$ cat src/pkg/tcc_pkg.sv
/*
 * shared constants for the transmit chain control word: field positions,
 * power-on value, serial address code and attenuator limits.
 * assumes nothing of its surroundings; imported by the serial port and control word modules.
 */
`default_nettype none
package tcc_pkg;
    localparam int unsigned TCC_WORD_W = 32;
    // register index of the transmit chain control word
    localparam logic [2:0] TCC_REG_INDEX = 3'h1;
    // bits 0..4 carry register select (0..2) and serial address (3..4)
    localparam int unsigned TCC_ADDR_LSB = 0;
    localparam int unsigned TCC_ADDR_W = 5;
    localparam logic [4:0] TCC_ADDR_CODE = 5'h19;
    // field positions
    localparam int unsigned TCC_TX_POWER_DOWN_BIT = 5;
    localparam int unsigned TCC_ATT_LSB = 6;
    localparam int unsigned TCC_ATT_W = 7;
    localparam int unsigned TCC_PHASE_LSB = 13;
    localparam int unsigned TCC_PHASE_W = 5;
    localparam int unsigned TCC_LB_BIT = 18;
    localparam int unsigned TCC_LB_ATT_BIT = 19;
    localparam int unsigned TCC_ALARM_CLR_BIT = 20;
    localparam int unsigned TCC_REF_PD_BIT = 21;
    localparam int unsigned TCC_RSV_LSB = 22;
    localparam int unsigned TCC_RSV_W = 10;
    // value after reset: address code, tx off, attenuation 0x08, phase 1_0000
    localparam logic [31:0] TCC_RESET_WORD = 32'h0002_0239;
    // attenuator: 0.5 dB per code step, 35.5 dB at the top code
    localparam logic [6:0] TCC_ATT_MAX_CODE = 7'h47;
    localparam logic [6:0] TCC_ATT_MIN_CODE = 7'h00;
    localparam logic [4:0] TCC_PHASE_SUGGESTED = 5'h08;
    localparam int unsigned TCC_SYNC_STAGES = 2;
endpackage
`default_nettype wire

$ cat src/pkg/tcc_ser_if.sv
/*
 * carrier between the serial port front end and the control word logic.
 * assumes both ends run on core_clk.
 */
`timescale 1ns/1ps
`default_nettype none
interface tcc_ser_if;
    logic [31:0] wr_word;
    logic wr_stb;
    logic [31:0] rd_word;
    // front end delivers received words, takes the word to be read back
    modport front (output wr_word, output wr_stb, input rd_word);
    modport core (input wr_word, input wr_stb, output rd_word);
endinterface
`default_nettype wire

$ cat src/tcc_serial_port.sv
/*
 * serial programming port: synchronises the pin inputs, shifts a 32-bit word
 * in bit 0 first, and on the latch edge hands it over and reloads the readback.
 * assumes the serial clock is far slower than core_clk (at least 3 core cycles
 * per serial phase) and that pins are asynchronous to core_clk.
 */
`timescale 1ns/1ps
`default_nettype none
module tcc_serial_port
    import tcc_pkg::*;
(
    // clock and reset
    input wire logic core_clk,
    input wire logic rst_n,
    // serial pins
    input wire logic ser_clk,
    input wire logic ser_data,
    input wire logic ser_latch,
    output logic ser_dout,
    // towards the control word
    tcc_ser_if.front port_if
);
    logic [1:0] clk_sync_q;
    logic [1:0] dat_sync_q;
    logic [1:0] lat_sync_q;
    logic clk_prev_q;
    logic lat_prev_q;
    logic clk_rise;
    logic lat_rise;
    logic [31:0] shift_q;
    logic [31:0] rd_shift_q;
    logic wr_stb_q;
    logic [31:0] wr_word_q;
    logic dout_q;

    // two-stage synchronisers; edge detection looks only at the second stage
    always_ff @(posedge core_clk or negedge rst_n) begin
        if (!rst_n) begin
            clk_sync_q <= 2'h0;
            dat_sync_q <= 2'h0;
            lat_sync_q <= 2'h0;
            clk_prev_q <= 1'b0;
            lat_prev_q <= 1'b0;
        end else begin
            clk_sync_q <= {clk_sync_q[0], ser_clk};
            dat_sync_q <= {dat_sync_q[0], ser_data};
            lat_sync_q <= {lat_sync_q[0], ser_latch};
            clk_prev_q <= clk_sync_q[1];
            lat_prev_q <= lat_sync_q[1];
        end
    end

    assign clk_rise = clk_sync_q[1] & ~clk_prev_q;
    assign lat_rise = lat_sync_q[1] & ~lat_prev_q;

    // bit 0 arrives first, so after 32 clocks it sits at the bottom
    always_ff @(posedge core_clk or negedge rst_n) begin
        if (!rst_n) begin
            shift_q <= 32'h0000_0000;
        end else if (clk_rise) begin
            shift_q <= {dat_sync_q[1], shift_q[31:1]};
        end
    end

    // word hand-over: a one-cycle strobe after the latch edge
    always_ff @(posedge core_clk or negedge rst_n) begin
        if (!rst_n) begin
            wr_stb_q <= 1'b0;
            wr_word_q <= 32'h0000_0000;
        end else begin
            wr_stb_q <= lat_rise;
            if (lat_rise) begin
                wr_word_q <= shift_q;
            end
        end
    end

    // readback: loaded on the latch edge, one bit out per serial rising edge
    always_ff @(posedge core_clk or negedge rst_n) begin
        if (!rst_n) begin
            rd_shift_q <= 32'h0000_0000;
            dout_q <= 1'b0;
        end else if (lat_rise) begin
            rd_shift_q <= port_if.rd_word;
            dout_q <= port_if.rd_word[0];
        end else if (clk_rise) begin
            rd_shift_q <= {1'b0, rd_shift_q[31:1]};
            dout_q <= rd_shift_q[1];
        end
    end

    assign port_if.wr_stb = wr_stb_q;
    assign port_if.wr_word = wr_word_q;
    assign ser_dout = dout_q;
endmodule
`default_nettype wire

$ cat src/tcc_tx_chain_ctrl.sv
/*
 * transmit chain control word: stores the serially written word, decodes
 * its fields into registered control outputs, and keeps the power alarm.
 * assumes the alarm detector trip input is asynchronous to core_clk and
 * that the analog side reads the control outputs as static levels.
 */
// Functional notes
// [RULE1] power-down bit high switches whole tx chain off
// [RULE2] 7-bit attenuation code, 0.5 dB steps, max 0x47
// [RULE3] 5-bit phase trim corrects I/Q LO unbalance
// [RULE4] host programs phase trim to 0_1000
// [RULE5] loopback bit closes mixer-to-third-IF-stage switch
// [RULE6] loopback turns off tx amp, LNA, IF stages 1-2
// [RULE7] attenuator bit inserts fixed 20 dB in loopback
// [RULE8] writing one to clear bit releases alarm output
// [RULE9] reference buffer disabled while its bit is one
// [RULE10] host writes zero reserved bits, fixed address code
`timescale 1ns/1ps
`default_nettype none
module tcc_tx_chain_ctrl
    import tcc_pkg::*;
(
    // clock and reset
    input wire logic core_clk,
    input wire logic rst_n,
    // serial programming pins
    input wire logic ser_clk,
    input wire logic ser_data,
    input wire logic ser_latch,
    output logic ser_dout,
    // power detector
    input wire logic power_detect_trip,
    output logic power_alarm_n,
    // transmit chain controls
    output logic tx_power_down,
    output logic [tcc_pkg::TCC_ATT_W-1:0] tx_attenuation_code,
    output logic [tcc_pkg::TCC_PHASE_W-1:0] tx_iq_phase_trim,
    output logic tx_amp_power_down,
    // loopback and receive side controls
    output logic loopback_switch_enable,
    output logic loopback_attenuator_enable,
    output logic rx_lna_power_down,
    output logic rx_if_gain_stage_first_power_down,
    output logic rx_if_gain_stage_second_power_down,
    // reference input
    output logic ref_buffer_power_down
);
    import tcc_pkg::*;

    tcc_ser_if port_if ();

    logic [31:0] ctrl_q;
    logic [1:0] trip_sync_q;
    logic alarm_q;
    logic addr_hit;
    logic clear_req;
    logic [6:0] att_field;
    logic [6:0] att_d;
    logic lb_on;

    logic tx_power_down_q;
    logic [6:0] tx_attenuation_code_q;
    logic [4:0] tx_iq_phase_trim_q;
    logic tx_amp_power_down_q;
    logic loopback_switch_enable_q;
    logic loopback_attenuator_enable_q;
    logic rx_lna_power_down_q;
    logic rx_if1_pd_q;
    logic rx_if2_pd_q;
    logic ref_buffer_power_down_q;
    logic power_alarm_n_q;

    tcc_serial_port u_port (
        .core_clk(core_clk),
        .rst_n(rst_n),
        .ser_clk(ser_clk),
        .ser_data(ser_data),
        .ser_latch(ser_latch),
        .ser_dout(ser_dout),
        .port_if(port_if.front)
    );

    // words for other registers share the serial lines and are ignored here
    assign addr_hit = port_if.wr_stb &&
        (port_if.wr_word[TCC_ADDR_LSB +: TCC_ADDR_W] == TCC_ADDR_CODE); // [RULE10]
    assign clear_req = addr_hit && port_if.wr_word[TCC_ALARM_CLR_BIT]; // [RULE8]

    // stored word; reserved bits are forced to zero whatever the host sends
    always_ff @(posedge core_clk or negedge rst_n) begin
        if (!rst_n) begin
            ctrl_q <= TCC_RESET_WORD; // [RULE1]
        end else if (addr_hit) begin
            ctrl_q <= {{TCC_RSV_W{1'b0}}, port_if.wr_word[TCC_RSV_LSB-1:0]};
        end
    end

    // power detector trip passes two flops before anything reads it
    always_ff @(posedge core_clk or negedge rst_n) begin
        if (!rst_n) begin
            trip_sync_q <= 2'h0;
        end else begin
            trip_sync_q <= {trip_sync_q[0], power_detect_trip};
        end
    end

    // alarm is sticky; a trip in the clearing cycle keeps it set
    always_ff @(posedge core_clk or negedge rst_n) begin
        if (!rst_n) begin
            alarm_q <= 1'b0;
        end else if (trip_sync_q[1]) begin
            alarm_q <= 1'b1;
        end else if (clear_req) begin
            alarm_q <= 1'b0; // [RULE8]
        end
    end

    // codes past the top step would ask for more than the attenuator has
    assign att_field = ctrl_q[TCC_ATT_LSB +: TCC_ATT_W];
    assign att_d = (att_field > TCC_ATT_MAX_CODE) ? TCC_ATT_MAX_CODE : att_field; // [RULE2]
    assign lb_on = ctrl_q[TCC_LB_BIT];

    // registered decode, so every analog control changes on a clock edge
    always_ff @(posedge core_clk or negedge rst_n) begin
        if (!rst_n) begin
            tx_power_down_q <= TCC_RESET_WORD[TCC_TX_POWER_DOWN_BIT];
            tx_attenuation_code_q <= TCC_RESET_WORD[TCC_ATT_LSB +: TCC_ATT_W];
            tx_iq_phase_trim_q <= TCC_RESET_WORD[TCC_PHASE_LSB +: TCC_PHASE_W];
        end else begin
            tx_power_down_q <= ctrl_q[TCC_TX_POWER_DOWN_BIT]; // [RULE1]
            tx_attenuation_code_q <= att_d; // [RULE2]
            tx_iq_phase_trim_q <= ctrl_q[TCC_PHASE_LSB +: TCC_PHASE_W]; // [RULE3]
        end
    end

    // loopback path: the amplifiers that would fight the loop are shut off
    always_ff @(posedge core_clk or negedge rst_n) begin
        if (!rst_n) begin
            loopback_switch_enable_q <= TCC_RESET_WORD[TCC_LB_BIT];
            loopback_attenuator_enable_q <= TCC_RESET_WORD[TCC_LB_ATT_BIT];
            tx_amp_power_down_q <= 1'b1;
            rx_lna_power_down_q <= 1'b0;
            rx_if1_pd_q <= 1'b0;
            rx_if2_pd_q <= 1'b0;
        end else begin
            loopback_switch_enable_q <= lb_on; // [RULE5]
            loopback_attenuator_enable_q <= ctrl_q[TCC_LB_ATT_BIT]; // [RULE7]
            tx_amp_power_down_q <= lb_on | ctrl_q[TCC_TX_POWER_DOWN_BIT]; // [RULE6]
            rx_lna_power_down_q <= lb_on; // [RULE6]
            rx_if1_pd_q <= lb_on; // [RULE6]
            rx_if2_pd_q <= lb_on; // [RULE6]
        end
    end

    // reference buffer and the active-low alarm pin
    always_ff @(posedge core_clk or negedge rst_n) begin
        if (!rst_n) begin
            ref_buffer_power_down_q <= TCC_RESET_WORD[TCC_REF_PD_BIT];
            power_alarm_n_q <= 1'b1;
        end else begin
            ref_buffer_power_down_q <= ctrl_q[TCC_REF_PD_BIT]; // [RULE9]
            power_alarm_n_q <= ~alarm_q; // [RULE8]
        end
    end

    // readback shows the stored word with bit 20 replaced by the live alarm
    assign port_if.rd_word = {ctrl_q[31:TCC_ALARM_CLR_BIT+1], alarm_q, ctrl_q[TCC_ALARM_CLR_BIT-1:0]};

    assign tx_power_down = tx_power_down_q;
    assign tx_attenuation_code = tx_attenuation_code_q;
    assign tx_iq_phase_trim = tx_iq_phase_trim_q;
    assign tx_amp_power_down = tx_amp_power_down_q;
    assign loopback_switch_enable = loopback_switch_enable_q;
    assign loopback_attenuator_enable = loopback_attenuator_enable_q;
    assign rx_lna_power_down = rx_lna_power_down_q;
    assign rx_if_gain_stage_first_power_down = rx_if1_pd_q;
    assign rx_if_gain_stage_second_power_down = rx_if2_pd_q;
    assign ref_buffer_power_down = ref_buffer_power_down_q;
    assign power_alarm_n = power_alarm_n_q;
endmodule
`default_nettype wire

$ cat config.mk
export PLATFORM = sky130hd
export DESIGN_NAME = tcc_tx_chain_ctrl
export DESIGN_NICKNAME = d
export VERILOG_FILES = /design/src/pkg/tcc_pkg.sv /design/src/pkg/tcc_ser_if.sv /design/src/tcc_serial_port.sv /design/src/tcc_tx_chain_ctrl.sv
export SDC_FILE = /design/constraint.sdc
export NUM_CORES = 1
export LEC_CHECK = 0
export BUFFER_PORTS_ARGS = -buffer_cell sky130_fd_sc_hd__clkbuf_2
export CORE_AREA = 2 2 126 91
export CTS_CLUSTER_DIAMETER = 30
export CTS_CLUSTER_SIZE = 8
export DETAILED_ROUTE_END_ITERATION = 10
export DIE_AREA = 0 0 128 93
export SETUP_SLACK_MARGIN = 0.02
export SLEW_MARGIN = 20
export SYNTH_ARGS = -nofsm -noshare
export SYNTH_HDL_FRONTEND = slang
export SYNTH_SLANG_ARGS = --single-unit
$ cat constraint.sdc
create_clock -name core_clk -period 4.1 [get_ports core_clk]
set_clock_uncertainty 0.05 [all_clocks]
set_input_delay 0.615 -clock core_clk [delete_from_list [all_inputs] [get_ports core_clk]]
set_output_delay 0.615 -clock core_clk [all_outputs]
set_load 0.01 [all_outputs]
After elaboration in Yosys (flattened, before gate mapping)

Cells that the tools add are included.

Bits in registers: 139
Output and inout port bits: 22
Logic and storage cells: 40

Magnitude comparators: 1
Equal/unequal tests: 1
Multiplexer cells: 7
Bitwise gates (word level): 6
Reductions and logical operators: 4

Operator list:

| kind               | count |
|---|---|
| $mux 32            | 2 |
| $gt 7x7->1 const B | 1 |
| $mux 7             | 1 |
| $eq 5x5->1 const B | 1 |
| $mux 1             | 4 |
| $reduce_bool 2->1  | 2 |
| $not 1->1          | 3 |
| $and 1x1->1        | 2 |
| $logic_and 1x1->1  | 2 |
| $or 1x1->1         | 1 |

Logic depth before layout (Yosys ltp)

Depth in word-level cells: 5
Mapped depth: 7
Gate-level depth less buffers: 4

Hierarchy

From an unflattened synthesis, not the netlist that was laid out.

Cell total of the unflattened synthesis: 438
Area total of the unflattened synthesis: 5,786.8 sq um

Modules (own cells, without submodules):

| module            | times used | cells each | area each (sq um) | seq. area each (sq um) |
|---|---|---|---|---|
| tcc_serial_port   | 1          | 353        | 4,310.4           | 2,627.5 |
| tcc_tx_chain_ctrl | 1          | 85         | 1,476.4           | 1,064.8 |

Worst setup path after synthesis

OpenSTA, ideal clock, no wires.

Kind: register to register
Start point: register u_port.wr_word_q[1] (netlist: u_port.port_if.wr_word[1])
End point: register ctrl_q[16]
Setup time: 0.125 ns
Data arrival time: 1.313 ns
Setup slack: 2.612 ns
Cell stages (with the launch flop): 6
Buffers on the path: 2
Period minus slack after synthesis: 1.488 ns
Path through: dfrtp_1 nor4bb_1 and3_1 buf_6 buf_6 mux2_2

Cells in the longest elaborated chain, start to end: 2

RTL lines:

| item                   | line                    | text |
|---|---|---|
| start, declared        | tcc_serial_port.sv:33   | `logic [31:0] wr_word_q;` |
| start signal, assigned | tcc_serial_port.sv:73   | `wr_word_q <= shift_q;` |
| $eq 5x5->1             | tcc_tx_chain_ctrl.sv:85 | `(port_if.wr_word[TCC_ADDR_LSB +: TCC_ADDR_W] == TCC_ADDR_CODE);` |
| $logic_and 1x1->1      | tcc_tx_chain_ctrl.sv:84 | `assign addr_hit = port_if.wr_stb &&` |
| end signal, assigned   | tcc_tx_chain_ctrl.sv:93 | `ctrl_q <= {{TCC_RSV_W{1'b0}}, port_if.wr_word[TCC_RSV_LSB-1:0]};` |
| end, declared          | tcc_tx_chain_ctrl.sv:52 | `logic [31:0] ctrl_q;` |

No other way between the ends.
A chain may end at the register's enable or synchronous reset.

Worst setup path after layout

Start point: register u_port.lat_prev_q
End point: register u_port.rd_shift_q[3]

Cells in the longest elaborated chain, start to end: 3
Elaborated cells between the ends (all ways): 4
Classes of those cells: 1 x mux; 2 x bitwise; 1 x reduce/logical

RTL lines:

| item                                                | line                  | text |
|---|---|---|
| start, declared                                     | tcc_serial_port.sv:27 | `logic lat_prev_q;` |
| start signal, assigned                              | tcc_serial_port.sv:49 | `lat_prev_q <= lat_sync_q[1];` |
| $not 1->1 (*)                                       | tcc_serial_port.sv:54 | `assign lat_rise = lat_sync_q[1] & ~lat_prev_q;` |
| $and 1x1->1 (*)                                     | tcc_serial_port.sv:54 |  |
| $mux 32 / $reduce_bool 2->1 (equally long branches) | -                     |  |
| end signal, assigned                                | tcc_serial_port.sv:84 | `rd_shift_q <= port_if.rd_word;` |
| end signal, assigned                                | tcc_serial_port.sv:87 | `rd_shift_q <= {1'b0, rd_shift_q[31:1]};` |
| end, declared                                       | tcc_serial_port.sv:31 | `logic [31:0] rd_shift_q;` |

Every way passes the cells marked *; elsewhere a longest branch is shown, timed or not.

==> run_results.csv <==
group,metric,value,unit
yosys,synth_seq_area_share,67.77,%
critical_path,cp-endpoint,"u_port.rd_shift_q[3]",
drt,avgRoutedWirePerCell,13.41,microns
global_routing,antenna_found_initial,0,
clock_network,clk_pin_slew_worst_paths,0.06,ns
drt,post_drt_via_cell_ratio,4.792,
yosys,synth-compound-area-share,2.524,%
timing,setup_viol,0,
timing,max_slew_margin,37.80,%
critical_path,crit_required,4.32,ns
yosys,synth_top_family_by_area,"multiplexers",
power_and_ir_drop,switching_power,0.6490,mW
clock_network,cts.sinks,127,
layout,final_cell_mix,"116 x dfrtp_1, 89 x nand2_1, 38 x mux2_2",
yosys,synthSimpleGateAreaFrac,9.591,%
outcome,run_status,"finished, final reports clean",
global_routing,grt_pass1_vias,2560,
global_routing,grt_max_degree,77,
yosys,synth_area,4710,sq um
critical_path,cp.arrival,2.38,ns
drt,drc,0,
critical_path,reg2reg_slack,1.94,ns
global_routing,overflow,0,
yosys,yosys.area_share.adder,0,%
global_routing,grt_usage,13.81,%
yosys,synth-seq-cells,127,
critical_path,critPathMaxFanout,34,
power_and_ir_drop,switching_share,22.07,%
die,coreArea,10730,sq um
power_and_ir_drop,combPwrFrac,5.2,%
critical_path,r2r_end,"u_port.rd_shift_q[3]",
critical_path,cp-end-kind,"flop",
timing,post-route-period-util,52.63,%
timing,min_period,2.158,ns
drt,dr.pass1.iters,4,
clock_network,tritoncts,"built",
die,dieWidth,128,microns
power_and_ir_drop,p_int,2.291,mW
yosys,avgSynthCellArea,13.38,sq um
power_and_ir_drop,ir_worst_vdd,352.7,uV
yosys,yosys-mux-area-fraction,16.74,%
clock_network,cts.repair.resized,0,
clock_network,insertion_delay,0.41,ns
critical_path,r2r_cells,5,
timing,drv_slew,0,
critical_path,r2r-start,"u_port.lat_prev_q",
drt,drt-initial-drc-count,150,
global_routing,grt_pass1_wl,12500,microns
drt,postRouteAntennaNets,0,
run,max_cap_viol_count,0,
min_path,worstHoldPathType,"input port to flop",
place,placed_area,4922,sq um
power_and_ir_drop,leakage,2.857,nW
critical_path,path_class,"flop to flop",
die,initial_core_util,43.89,%
clock_network,clock_path_buffers,2,
timing,fmax,463.4,MHz
yosys,ys_types,23,
timing,worstMarginPinSlew,0.9330,ns
timing,fin_setup_tns,0,ns
critical_path,cp-start-kind,"flop",
layout,insertedDiodeCount,0,
clock_network,hold_buffers,0,
die,die_area,11900,sq um
place,hpwl,4353,microns
place,place.gp.congestion,0.7076,
layout,layout.nets,386,
power_and_ir_drop,powerDensity,537.1,nW/um^2
timing,hold_viol_final,0,
layout,final_common_cell,"dfrtp_1",
die,io_pins,28,
layout,syn_to_final_growth,16.23,%
drt,routed_wl,7095,microns
clock_network,cts_buffers,17,
power_and_ir_drop,seq_power_share,47.9,%
yosys,syn_nets,358,
timing,rsz0062_at_grt,"false",
layout,final_design_area_no_fill,5474,sq um
die,row_count,32,
power_and_ir_drop,clkPwrFrac,46.9,%
die,fp.dieH,93,microns
drt,num_vias,2535,
yosys,syn_inst,352,
yosys,synth_xor_area_share,0,%
layout,drive_gt1_share,32.57,%
place,io_buffers,27,
clock_network,cts-root-buf,"clkbuf_16",
clock_network,postCtsSetupBuffers,0,
clock_network,htree_levels,4,
yosys,ys_warn_count,0,
critical_path,cp-startpoint,"u_port.lat_prev_q",
## cell families (layout without fill, tap and decap cells)
| family | Yosys count | in the layout |
|---|---|---|
| buf+inv | 26 | 67 |
| mux | 69 | 69 |
| flops | 127 | 127 |
| simple gates | 107 | 107 |
| compound gates | 23 | 23 |
## registers in the layout (all words and copies together), names as in the netlist, 5 cells and up
register and count:
ctrl_q 21, tx_attenuation_code 7, u_port.port_if.wr_word 22, tx_iq_phase_trim 5
u_port.shift_q 32, u_port.rd_shift_q 22
## power by group through the flow
stage | Combinational (mW) | Clock [mW] | Sequential (mW)
after global placement | 0.151 | 0 | 1.43
after detailed placement | 0.159 | 0 | 1.43
final | 0.153 | 1.38 | 1.41
after global routing | 0.175 | 1.48 | 1.42
after CTS | 0.160 | 1.41 | 1.41
after floorplan | 0.115 | 0 | 1.41
## final cells by class
class                      instances  area (sq um)
clock buffer                      21         460.4
clock inverter                    11         91.34
tap                              136         170.2
fill                             955          5256
inverter                           3         11.26
timing repair buffer              32         187.7
multi-input combinational        199          1361
sequential                       127          3192
## worst min path at each step
stage | startpoint | to | slack (ns) | depth (start not counted)
4_1_cts | power_detect_trip | trip_sync_q[0] | 0.25 | 1
2_1_floorplan | rst_n | alarm_q | 0.27 | 0
3_3_place_gp | trip_sync_q[0] | trip_sync_q[1] | 0.28 | 0
3_5_place_dp | trip_sync_q[0] | trip_sync_q[1] | 0.29 | 0
6_report | power_detect_trip | trip_sync_q[0] | 0.26 | 1
5_1_grt | ser_latch | u_port.lat_sync_q[0] | 0.25 | 1
## layer usage
layer / vias up / global-route usage, % / part of all wire, %
met5: - / 0 / 0
met4: 0 / 6.044 / 1.5
met3: 10 / 5.206 / 4.1
met2: 38 / 20.10 / 45
met1: 1271 / 18.59 / 49
li1: 1216 / - / -
## stage by stage
stage | setup WS (ns) | std cells | power, mW | utilization (%) | hold slack [ns]
6_report | 1.942 | 529 | 2.940 | 51.01 | 0.2599
3_5_place_dp | 1.903 | 497 | 1.590 | 45.87 | 0.2870
3_3_place_gp | 2.000 | 497 | 1.579 | 45.87 | 0.2844
2_1_floorplan | 2.612 | 352 | 1.527 | - | 0.2694
5_1_grt | 1.713 | 529 | 3.078 | 51.01 | 0.2494
4_1_cts | 1.894 | 529 | 2.976 | 51.01 | 0.2452
## Yosys cell counts, drive strengths merged
library cell	instances	area share (%)
o21ai	21	2.2
buf	17	2.7
nor2	1	0.080
nor2b	3	0.40
o31ai	1	0.16
dfstp	11	6.1
nand2b	5	0.66
nand2	89	7.1
a31oi	1	0.13
mux2i	21	4.5
nor4bb	1	0.21
or2	4	0.53
dfrtp	116	62
mux2	48	12
nand3	1	0.11
clkbuf	6	0.48
inv	3	0.24
and2b	2	0.37
and3	1	0.13
## critical path, cell delays in order, from the launching register on
cell      delay [ns]
dfrtp_1         0.34
nand2b_1        0.13
buf_4           0.21
inv_1           0.70
buf_4           0.42
o21ai_0         0.15
Power figures use the tool's default switching activity.
